==> src/ism_defines.svh <==
// timing constants and bus codes for the serial memory master
`ifndef ISM_DEFINES_SVH
`define ISM_DEFINES_SVH
`define ISM_CLK_HZ 250000000
`define ISM_STD_HZ 100000
`define ISM_FAST_HZ 400000
// quarter-bit enable period in clk_sys cycles (rounded up so the bus never runs fast)
`define ISM_STD_QTR ((`ISM_CLK_HZ + 4 * `ISM_STD_HZ - 1) / (4 * `ISM_STD_HZ))
`define ISM_FAST_QTR ((`ISM_CLK_HZ + 4 * `ISM_FAST_HZ - 1) / (4 * `ISM_FAST_HZ))
`define ISM_RW_WRITE 1'b0
`define ISM_RW_READ 1'b1
`endif

==> src/ism_pkg.sv <==
// types for the serial memory master
package ism_pkg;
   typedef enum logic [3:0] {
      ST_IDLE = 4'h0,
      ST_START = 4'h1,
      ST_DEVADR = 4'h2,
      ST_BYTADR = 4'h3,
      ST_RESTART = 4'h4,
      ST_DEVRD = 4'h5,
      ST_WRDATA = 4'h6,
      ST_RDDATA = 4'h7,
      ST_STOP = 4'h8
   } ism_state_e;
endpackage

==> src/ism_qtr_tick.sv <==
// quarter-bit enable divider with standard and fast rates
`timescale 1ns/1ps
`default_nettype none
`include "ism_defines.svh"
module ism_qtr_tick
   import ism_pkg::*;
#(
   parameter int STD_QTR = `ISM_STD_QTR,
   parameter int FAST_QTR = `ISM_FAST_QTR
)(
   input wire logic clk_sys,
   input wire logic resetn,
   input wire logic run,
   input wire logic fastMode,
   output logic tick
);
   initial begin
      if (STD_QTR < 2 || FAST_QTR < 2 || STD_QTR > 65535 || FAST_QTR > 65535)
         $error("ism_qtr_tick: divider out of range");
   end
   logic [15:0] cnt_q;
   logic [15:0] lim;
   // rate selection between the two bus modes
   assign lim = fastMode ? 16'(FAST_QTR - 1) : 16'(STD_QTR - 1); // [RQ9]
   // count up one quarter bit, pulse at wrap
   always_ff @(posedge clk_sys or negedge resetn)
   begin
      if (!resetn)
      begin
         cnt_q <= 16'h0000;
         tick <= 1'b0;
      end
      else if (!run)
      begin
         cnt_q <= 16'h0000;
         tick <= 1'b0;
      end
      else if (cnt_q >= lim)
      begin
         cnt_q <= 16'h0000;
         tick <= 1'b1;
      end
      else
      begin
         cnt_q <= cnt_q + 16'h0001;
         tick <= 1'b0;
      end
   end
endmodule // ism_qtr_tick
`default_nettype wire

==> src/ism_sync2.sv <==
// two flip-flop synchroniser for a pin level
`timescale 1ns/1ps
`default_nettype none
module ism_sync2 (
   input wire logic clk_sys,
   input wire logic resetn,
   input wire logic pinIn,
   output logic pinSync
);
   logic meta_q;
   // idle bus level is high
   always_ff @(posedge clk_sys or negedge resetn)
   begin
      if (!resetn)
      begin
         meta_q <= 1'b1;
         pinSync <= 1'b1;
      end
      else
      begin
         meta_q <= pinIn;
         pinSync <= meta_q;
      end
   end
endmodule // ism_sync2
`default_nettype wire

==> src/ism_master.sv <==
// two-wire bus master for a serial memory: start, addresses, data bytes, stop
// Notes on behaviour
// [RQ1] every transfer opens with a start condition before any bit goes out.
// [RQ2] the 7-bit device address is sent first, then an 8-bit byte address.
// [RQ3] all bytes are shifted most significant bit first.
// [RQ4] on a read the master drives an acknowledge bit after each received byte.
// [RQ5] on a write the memory answers each byte and the master samples that bit.
// [RQ6] one transfer carries one byte or a run of several bytes either way.
// [RQ7] when all bytes are handled the master ends with a stop condition.
// [RQ8] the last read byte gets a not-acknowledge, earlier ones an acknowledge.
// [RQ9] bus clock is selectable between standard and fast rate.
// [RQ10] outputs are open-drain or push-pull by a mode input; the code switches only the clock output, sda stays open-drain.
// [RQ11] in push-pull the clock line is driven both ways, data stays open-drain.
// [RQ12] only 7-bit device addressing exists.
// [RQ13] the device and byte address come from the user to match the attached memory.
// [RQ14] a read sends the byte address, then a repeated start and the address with read set.
`timescale 1ns/1ps
`default_nettype none
`include "ism_defines.svh"
module ism_master
   import ism_pkg::*;
#(
   parameter int STD_QTR = `ISM_STD_QTR,
   parameter int FAST_QTR = `ISM_FAST_QTR
)(
   input wire logic clk_sys,
   input wire logic resetn,
   input wire logic fastMode,
   input wire logic pushPull,
   input wire logic reqValid,
   output logic reqReady,
   input wire logic reqRead,
   input wire logic [6:0] devAddr,
   input wire logic [7:0] byteAddr,
   input wire logic wrValid,
   output logic wrReady,
   input wire logic [7:0] wrData,
   input wire logic wrLast,
   input wire logic rdLast,
   output logic rdValid,
   output logic [7:0] rdData,
   output logic done,
   output logic nackErr,
   output logic busy,
   input wire logic sclIn,
   output logic sclOut,
   output logic sclOen,
   input wire logic sdaIn,
   output logic sdaOut,
   output logic sdaOen
);
   ism_state_e st_q;
   logic tick;
   logic sdaSync;
   logic sclSync;
   logic [1:0] ph_q;
   logic [3:0] bit_q;
   logic [8:0] sh_q;
   logic rd_q;
   logic lastRd_q;
   logic sclDrv_q;
   logic sdaDrv_q;
   logic [6:0] dev_q;
   logic [7:0] badr_q;
   logic err_q;
   logic byteSt;
   logic bitEnd;
   // bus pins pass two flip-flops
   ism_sync2 u_sda (
      .clk_sys(clk_sys),
      .resetn(resetn),
      .pinIn(sdaIn),
      .pinSync(sdaSync)
   );
   ism_sync2 u_scl (
      .clk_sys(clk_sys),
      .resetn(resetn),
      .pinIn(sclIn),
      .pinSync(sclSync)
   );
   ism_qtr_tick #(
      .STD_QTR(STD_QTR),
      .FAST_QTR(FAST_QTR)
   ) u_tick (
      .clk_sys(clk_sys),
      .resetn(resetn),
      .run(st_q != ST_IDLE),
      .fastMode(fastMode),
      .tick(tick)
   );
   // byte-shifting states and end of a bit slot
   assign byteSt = (st_q == ST_DEVADR) || (st_q == ST_BYTADR) || (st_q == ST_DEVRD)
                   || (st_q == ST_WRDATA) || (st_q == ST_RDDATA);
   assign bitEnd = tick && (ph_q == 2'd3);
   assign busy = (st_q != ST_IDLE);
   assign reqReady = (st_q == ST_IDLE);
   // next write byte is taken at the end of the ack slot
   assign wrReady = bitEnd && (bit_q == 4'd8) && !rd_q && !err_q
                    && ((st_q == ST_BYTADR) || (st_q == ST_WRDATA && !lastRd_q));
   // clock line: open-drain releases high, push-pull drives both levels
   assign sclOut = pushPull ? sclDrv_q : 1'b0; // [RQ10]
   assign sclOen = pushPull ? 1'b0 : sclDrv_q; // [RQ11]
   // data line is shared, so it is only ever pulled low
   assign sdaOut = 1'b0; // [RQ11]
   assign sdaOen = sdaDrv_q;
   // phase and bit counters, advance on quarter-bit ticks; clock stretching holds phase 2
   always_ff @(posedge clk_sys or negedge resetn)
   begin
      if (!resetn)
      begin
         ph_q <= 2'd0;
         bit_q <= 4'd0;
      end
      else if (st_q == ST_IDLE)
      begin
         ph_q <= 2'd0;
         bit_q <= 4'd0;
      end
      else if (tick && !(ph_q == 2'd2 && !sclSync))
      begin
         ph_q <= ph_q + 2'd1;
         if (bitEnd)
            bit_q <= (!byteSt || bit_q == 4'd8) ? 4'd0 : bit_q + 4'd1;
      end
   end
   // line drive per phase: clock low in 0 and 1, high in 2 and 3; data moves entering phase 1
   always_ff @(posedge clk_sys or negedge resetn)
   begin
      if (!resetn)
      begin
         sclDrv_q <= 1'b1;
         sdaDrv_q <= 1'b1;
      end
      else if (tick)
      begin
         case (st_q)
            ST_START, ST_RESTART:
            begin
               // data falls while clock high
               sclDrv_q <= (ph_q != 2'd3);
               if (ph_q == 2'd0)
                  sdaDrv_q <= 1'b1;
               else if (ph_q == 2'd2)
                  sdaDrv_q <= 1'b0; // [RQ1] [RQ14]
            end
            ST_STOP:
            begin
               // data rises while clock high
               sclDrv_q <= (ph_q != 2'd0);
               if (ph_q == 2'd0)
                  sdaDrv_q <= 1'b0;
               else if (ph_q == 2'd2)
                  sdaDrv_q <= 1'b1; // [RQ7]
            end
            ST_IDLE:
            begin
               sclDrv_q <= 1'b1;
               sdaDrv_q <= 1'b1;
            end
            default:
            begin
               sclDrv_q <= (ph_q == 2'd1) || (ph_q == 2'd2);
               if (ph_q == 2'd0)
                  sdaDrv_q <= sh_q[8]; // [RQ3]
            end
         endcase
      end
   end
   // shift register: msb leaves at bit 8, ones enter at bit 0; read bits shift into rdData instead
   always_ff @(posedge clk_sys or negedge resetn)
   begin
      if (!resetn)
      begin
         sh_q <= 9'h1FF;
         rdData <= 8'h00;
         rdValid <= 1'b0;
      end
      else
      begin
         rdValid <= 1'b0;
         if (st_q == ST_START && bitEnd)
            sh_q <= {dev_q, `ISM_RW_WRITE, 1'b1}; // [RQ2] [RQ12]
         else if (st_q == ST_RESTART && bitEnd)
            sh_q <= {dev_q, `ISM_RW_READ, 1'b1}; // [RQ14]
         else if (byteSt && bitEnd && bit_q == 4'd8)
         begin
            if (st_q == ST_DEVADR)
               sh_q <= {badr_q, 1'b1}; // [RQ2]
            else if (st_q == ST_RDDATA || st_q == ST_DEVRD)
               sh_q <= 9'h1FF;
            else
               sh_q <= {wrData, 1'b1};
         end
         else if (byteSt && tick && ph_q == 2'd2)
         begin
            if (st_q == ST_RDDATA && bit_q < 4'd8)
               sh_q <= {sh_q[7:0], 1'b1};
         end
         else if (byteSt && bitEnd)
            sh_q <= (st_q == ST_RDDATA) ? sh_q : {sh_q[7:0], 1'b1};
         // receive: sample on clock high, msb first; ack bit inserted before slot 8
         if (st_q == ST_RDDATA && tick && ph_q == 2'd2 && bit_q < 4'd8 && sclSync)
         begin
            rdData <= {rdData[6:0], sdaSync}; // [RQ3]
            if (bit_q == 4'd7)
            begin
               rdValid <= 1'b1;
               sh_q <= {lastRd_q, 8'hFF}; // [RQ4] [RQ8]
            end
         end
      end
   end
   // transfer sequencing
   always_ff @(posedge clk_sys or negedge resetn)
   begin
      if (!resetn)
      begin
         st_q <= ST_IDLE;
         rd_q <= 1'b0;
         lastRd_q <= 1'b0;
         dev_q <= 7'h00;
         badr_q <= 8'h00;
         err_q <= 1'b0;
         done <= 1'b0;
         nackErr <= 1'b0;
      end
      else
      begin
         done <= 1'b0;
         nackErr <= 1'b0;
         case (st_q)
            ST_IDLE:
               if (reqValid)
               begin
                  rd_q <= reqRead;
                  dev_q <= devAddr; // [RQ13]
                  badr_q <= byteAddr;
                  lastRd_q <= 1'b0;
                  err_q <= 1'b0;
                  st_q <= ST_START;
               end
            ST_START:
               if (bitEnd)
                  st_q <= ST_DEVADR;
            ST_RESTART:
               if (bitEnd)
                  st_q <= ST_DEVRD;
            ST_DEVADR, ST_BYTADR, ST_DEVRD, ST_WRDATA:
               if (tick && ph_q == 2'd2 && bit_q == 4'd8 && sclSync)
               begin
                  // sample the memory's answer, act on it when the slot ends
                  if (sdaSync)
                     err_q <= 1'b1; // [RQ5]
               end
               else if (bitEnd && bit_q == 4'd8)
               begin
                  if (wrReady)
                     lastRd_q <= wrLast; // [RQ6]
                  if (err_q || (st_q == ST_WRDATA && lastRd_q))
                     st_q <= ST_STOP; // [RQ7]
                  else if (st_q == ST_DEVADR)
                     st_q <= ST_BYTADR;
                  else if (st_q == ST_BYTADR)
                     st_q <= rd_q ? ST_RESTART : ST_WRDATA; // [RQ14]
                  else if (st_q == ST_DEVRD)
                  begin
                     lastRd_q <= rdLast; // [RQ6]
                     st_q <= ST_RDDATA;
                  end
               end
            ST_RDDATA:
               if (bitEnd && bit_q == 4'd8)
               begin
                  if (lastRd_q)
                     st_q <= ST_STOP; // [RQ8]
                  else
                     lastRd_q <= rdLast; // [RQ6]
               end
            ST_STOP:
               if (bitEnd)
               begin
                  st_q <= ST_IDLE;
                  done <= 1'b1;
                  nackErr <= err_q;
               end
            default:
               st_q <= ST_IDLE;
         endcase
      end
   end
endmodule // ism_master
`default_nettype wire

==> config.mk <==
export PLATFORM = sky130hd
export DESIGN_NAME = ism_master
export DESIGN_NICKNAME = d
export VERILOG_FILES = /design/src/ism_pkg.sv /design/src/ism_qtr_tick.sv /design/src/ism_sync2.sv /design/src/ism_master.sv
export VERILOG_INCLUDE_DIRS = /design/src
export SDC_FILE = /design/constraint.sdc
export NUM_CORES = 1
export LEC_CHECK = 0
export ABC_CLOCK_PERIOD_IN_PS = 2500
export BUFFER_PORTS_ARGS = -buffer_cell sky130_fd_sc_hd__buf_2
export CAP_MARGIN = 20
export CORE_AREA = 8 8 94 96
export DETAILED_ROUTE_END_ITERATION = 8
export DIE_AREA = 0 0 102 104
export GPL_TIMING_DRIVEN = 0
export PLACE_DENSITY = 0.77
export SKIP_LAST_GASP = 1
export SLEW_MARGIN = 20
export SYNTH_ARGS = -nofsm -noshare
export SYNTH_HDL_FRONTEND = slang
export SYNTH_SLANG_ARGS = --single-unit
==> constraint.sdc <==
create_clock -name clk_sys -period 2.5 [get_ports clk_sys]
set_input_delay 0.5 -clock clk_sys [delete_from_list [all_inputs] [get_ports clk_sys]]
set_output_delay 0.5 -clock clk_sys [all_outputs]
set_load 0.01 [all_outputs]
### Yosys cells after proc, flatten, opt, wreduce, memory -nomap -nowiden

Index checks and enable logic that the tools add are counted.

| storage, ports and cells | value |
|---|---|
| flip-flop bits (word level) | 71 |
| latch bits | 0 |
| RAM bits | 0 |
| bits in read-only memories | 0 |
| bits of input ports | 34 |
| output and inout bits | 18 |
| logic and storage cells | 173 |
| memories | 0 |

| cells by class | value |
|---|---|
| add/sub/neg operators | 3 |
| multipliers | 0 |
| divide/modulo/power cells | 0 |
| magnitude comparators | 2 |
| equal/unequal tests | 27 |
| shifts and indexed selects | 0 |
| mux-type cells | 65 |
| bitwise logic cells | 0 |
| reduce and logical (&&, ||, !) cells | 55 |

Operator list:

| kind | count |
|---|---|
| $mux 9 | 11 |
| $mux 4 | 16 |
| $mux 16 | 2 |
| $mux 1 | 27 |
| $pmux 4 s6 | 1 |
| $logic_and 1x1->1 | 23 |
| $eq 4x3->1 const B | 5 |
| $ne 2x2->1 const B | 9 |
| $add 16x1->16 const B | 1 |
| $ge 16x16->1 | 1 |
| $mux 10 | 1 |
| $logic_or 1x1->1 | 9 |
| $pmux 1 s3 | 3 |
| $reduce_and 9->1 | 1 |
| $eq 4x2->1 const B | 2 |
| $eq 4x4->1 const B | 2 |
| $reduce_and 4->1 | 2 |
| $reduce_bool 2->1 | 4 |
| $reduce_bool 4->1 | 2 |
| $logic_not 1->1 | 6 |
| $mux 2 | 3 |
| $ne 3x3->1 const B | 2 |
| $ne 5x5->1 const B | 1 |
| $reduce_and 5->1 | 1 |
| other kinds (14) | 17 |

### Logic depth before layout (Yosys ltp)

| logic depth | value |
|---|---|
| word-level depth | 14 |
| depth in mapped cells | 8 |
| depth with buffers taken out | 7 |

### Cells and area by module

A second synthesis with hierarchy kept.

| unflattened totals | value |
|---|---|
| cell total of the unflattened synthesis | 358 |
| area, all modules | 3907.5 um^2 |

By module, submodules not included:

| module | times used | cells an instance | area an instance (um^2) | sequential area each (um^2) |
|---|---|---|---|---|
| ism_master | 1 | 270 | 2869.0 | 1265.0 |
| ism_qtr_tick | 1 | 84 | 933.4 | 425.4 |
| ism_sync2 | 2 | 2 | 52.6 | 52.6 |

### Least setup slack after synthesis

Ideal clock, no wire load.

| path | value |
|---|---|
| path type | flip-flop to flip-flop |
| start | reg bit_q[0] |
| end | reg st_q[1] |
| arrival time | 1879 ps |
| required time | 2375 ps |
| slack | 496 ps |
| cell stages (with the launch flop) | 8 |
| path buffers | 1 |
| period minus slack after synthesis | 2004 ps |
| cells stage by stage | dfrtp_1 -> inv_1 -> ha_1 -> nand3b_1 -> a2111oi_2 -> or4_1 -> buf_2 -> mux2_4 |

| between the ends | value |
|---|---|
| cells in the longest elaborated chain, start to end | 5 |
| elaborated cells between the ends (all ways) | 8 |

RTL lines:

| element | RTL line | text |
|---|---|---|
| start: declaration | ism_master.sv:57 | `logic [3:0] bit_q;` |
| start signal: assignment | ism_master.sv:123 | `bit_q <= (!byteSt \|\| bit_q == 4'd8) ? 4'd0 : bit_q + 4'd1;` |
| $eq 4x4->1 * | ism_master.sv:249, ism_master.sv:255, ism_master.sv:272 |  |
| $logic_and 1x1->1 (2 in a row) | ism_master.sv:249 | `if (tick && ph_q == 2'd2 && bit_q == 4'd8 && sclSync)` |
| $ne 2x2->1 (no source line) | - |  |
| $reduce_and 9->1 (no source line) * | - |  |
| end signal: assignment | ism_master.sv:264 | `st_q <= rd_q ? ST_RESTART : ST_WRDATA;` |
| end: declaration | ism_master.sv:52 | `ism_state_e st_q;` |

Mark *: on every way between the ends. The rest lies on a longest branch, timed or not.
A chain may end at the register's enable or synchronous reset.

### Final worst setup path

| path | value |
|---|---|
| start | reg st_q[2] |
| end | out wrReady |

| between the ends | value |
|---|---|
| cells in the longest elaborated chain, start to end | 4 |
| elaborated cells between the ends (all ways) | 5 |

RTL lines:

| element | RTL line | text |
|---|---|---|
| $eq 4x3->1 | ism_master.sv:99 | `&& ((st_q == ST_BYTADR) \|\| (st_q == ST_WRDATA && !lastRd_q));` |
| $logic_and 1x1->1 | ism_master.sv:99 |  |
| $logic_or 1x1->1 * | ism_master.sv:99 |  |
| $logic_and 1x1->1 * | ism_master.sv:99 |  |
| end: declaration | ism_master.sv:36 | `output logic wrReady,` |

Marked as above.

==> impl_results.md <==
* Largest net degree at the start of global routing at 51
* Number of flops mapped to enable cells by yosys at 0
* Number of global-route vias before repair at 3321
* Fin crit share at 94.6%
* Cells on worst reg2reg path at 6
* Min-Delay Path Class: in2async
* First-pass GRT wire length at 16100 um
* Final net count at 515
* Tmin final at 2360 ps
* Die Span Y at 104 um
* Post-synth ARST share at 100%
* Synth top cells by count: dfrtp_1 (56), mux2_2 (36), nor2_1 (32)
* Starting density of the core at 56.0%
* Synth top area share at 33.6%
* Port Buffers at 49
* WL met3 at 597 um
* Antenna cells at 0
* Layout area overhead at 15.5%
* Synth Warn # at 0
* DIE AREA at 10600 sq um
* Met2 routed WL at 4730 um
* CP Capture Type: primary output
* Highest Signal Layer: met4
* Vias at 3328
* Post-CTS setup buffer count at 0
* Most common cell in the netlist: dfrtp_1
* Status: finished clean
* CTS tree: yes
* Critical path required time at 2000 ps
* Antenna violations before repair at 0
* Layout Skew at 12.0 ps
* Pwr Density at 1100 nW/um^2
* First drt pass iteration count at 5
* Num ports at 52
* RSZ-0062 raised after global routing: no
* Proportion of synthesized chip area in sequential cells at 43.0%
* Compound-Gate Fraction of Synth Area at 15.5%
* Worst-Margin Slew at 667 ps
* Unique masters post-synth at 74
* Max Root-Sink Buffers at 2
* Post-synthesis xor/xnor area fraction at 2.52%
* Fmax at 423 MHz
* Critical Path End: wrReady
* Worst r2r dst: st_q[2]$_DFFE_PN0P_
* Clock sinks at 71
* Clock transition at path regs at 80 ps
* GRT Overall Usage at 18.8%
* H-tree depth at 3
* Chip Width at 102 um
* Combinational family with the most area after synthesis: simple AND/OR/NAND/NOR gates
* Root Driver: clkbuf_8
* Simple-gate portion of the synthesized area at 16.6%
* Max-cap violation count at 0
* Yosys top cell by area: dfrtp_1
* Slew Viols, Final at 0
* Max VDD drop at 0.728 mV
* Cell count after synthesis at 403
* HPWL Detailed at 7190 um
* Final setup vio count at 0
* CP arrival at 1860 ps
* Final GP Congestion at 0.914
* Beginning of the critical path: st_q[2]$_DFFE_PN0P_
* DR WL/cell at 16.9 um
* Post-CTS resize count at 0
* Post-DRT Antenna Nets at 0
* Fillers at 620
* Hold Violations, Final at 0
* Avg Inst Size Synth at 10.4 sq um
* Layout cells sized above 1 at 33.6%
* Largest cells by area after synthesis: dfrtp_1 (34%), mux2_2 (9.7%), dfstp_2 (9.4%), ha_1 (3.9%), nor2_1 (2.9%)
* Worst r2r src: ph_q[1]$_DFFE_PN0P_
* Leakage dissipation at 0.00220 uW
* CP max FO at 10
* Post-synthesis adder-cell area fraction at 3.90%
* Hold WS at 36.2 ps
* Synth Flop Type: dfrtp_1
* Clock latency on the worst-skew pair at 350 ps
* Max-slew headroom at 55.3%
* Startpoint types: register
* Core footprint at 7450 sq um
* Post-route setup TNS at 0 ps
* Wirelength, routed at 9690 um
* Row count at 32
* Reg2Reg Setup Slack at 240 ps
* CTS buffer count at 9
* Initial drt markers at 242
* CTS Hold Buffers Added at 0
* # DRC at 0
* Grt total ovfl at 0
* Crit Path Class: reg2out
* Mapped cell area at 4170 sq um
* Vias/cell at 5.79
* Synth Register Bits at 71
* Multiplexer area fraction after synthesis at 13.1%
* DRT met1 WL at 4260 um
[layout make-up]
class | instances | area, sq um | area share, %
inverters | 19 | 73.8 | 1.53
flip-flops and latches | 71 | 1800 | 37.3
well taps | 102 | 128 | 2.65
repair buffers | 50 | 275 | 5.71
clock buffers | 11 | 141 | 2.94
multi-input cells | 293 | 2180 | 45.3
plain buffers | 24 | 140 | 2.91
clock inverters | 5 | 81.3 | 1.69
[critical path, cell delays in order, from the launching register on]
cell and delay [ps]:
dfrtp_1 440, buf_6 170, buf_4 170, nor2b_1 250
o21ai_1 170, nor3_2 150, buf_2 170
[cells in the final DEF, fill, tap and decap left out, types with 6 or more instances in the layout]
cell type  Yosys  layout
buf_2         11      58
dfrtp_1       56      55
mux2_2        36      36
nor2_1        32      32
nand2_1       22      22
a21oi_1       20      20
inv_1         18      18
nand3_1       16      16
o21ai_0       15      15
dfstp_2       15      15
ha_1          13      13
mux2i_1       10      10
clkbuf_8       0      10
a21o_1         9       9
a31oi_1        9       9
clkbuf_1       6       7
xnor2_1        6       6
xor2_1         6       6
conb_1         1       6
[power breakdown]
group	total (uW)	internal [uW]	leakage (uW)	switching, uW
sequential	1740	1520	0.000878	217
combinational	2510	1130	0.00121	1380
clock	1030	591	0.000110	444
[registers in the layout (all words and copies together), names as in the netlist, 2 cells and up]
signal,flops
u_tick.cnt_q,16
st_q,4
dev_q,7
ph_q,2
badr_q,8
rdData,8
sh_q,9
bit_q,4
[metrics by stage]
step                worst slack [ps]  cell area (sq um)  util [%]  total power, uW  instances
CTS                             44.3               4820      64.7             5280        576
floorplan                        496               4190         -             3640        408
global route                    16.3               4820      64.7             5620        575
global placement                 233               4560      61.3             4140        559
finish                           136               4820      64.7             5280        575
detailed placement               145               4590      61.7             4230        560
[worst min path at each step]
stage,slack (ps),end,from
floorplan,200,badr_q[0]$_DFFE_PN0P_,resetn
global placement,350,u_sda.pinSync$_DFF_PN1_,u_sda.meta_q$_DFF_PN1_
detailed placement,350,u_scl.pinSync$_DFF_PN1_,u_scl.meta_q$_DFF_PN1_
CTS,40,u_tick.cnt_q[5]$_DFF_PN0_,resetn
global route,60,u_tick.cnt_q[3]$_DFF_PN0_,resetn
finish,40,u_tick.cnt_q[4]$_DFF_PN0_,resetn
[cell families (layout without fill, tap and decap cells)]
family / after synthesis / in the layout
AND/OR/NAND/NOR: 119 / 119
AO/OA/AOI/OAI: 94 / 94
flip-flops: 71 / 71
multiplexers: 49 / 49
buffers and inverters: 44 / 109
adder cells (fa/ha/maj): 13 / 13
XOR/XNOR: 12 / 12
other: 1 / 6
[metal layers]
layer,global-route usage [%],vias to the layer above
met4,6.40,0
met2,29.8,107
met5,0,-
met1,24.7,1625
met3,3.88,12
li1,-,1584
Note: power is estimated with default switching activity, not from simulation.
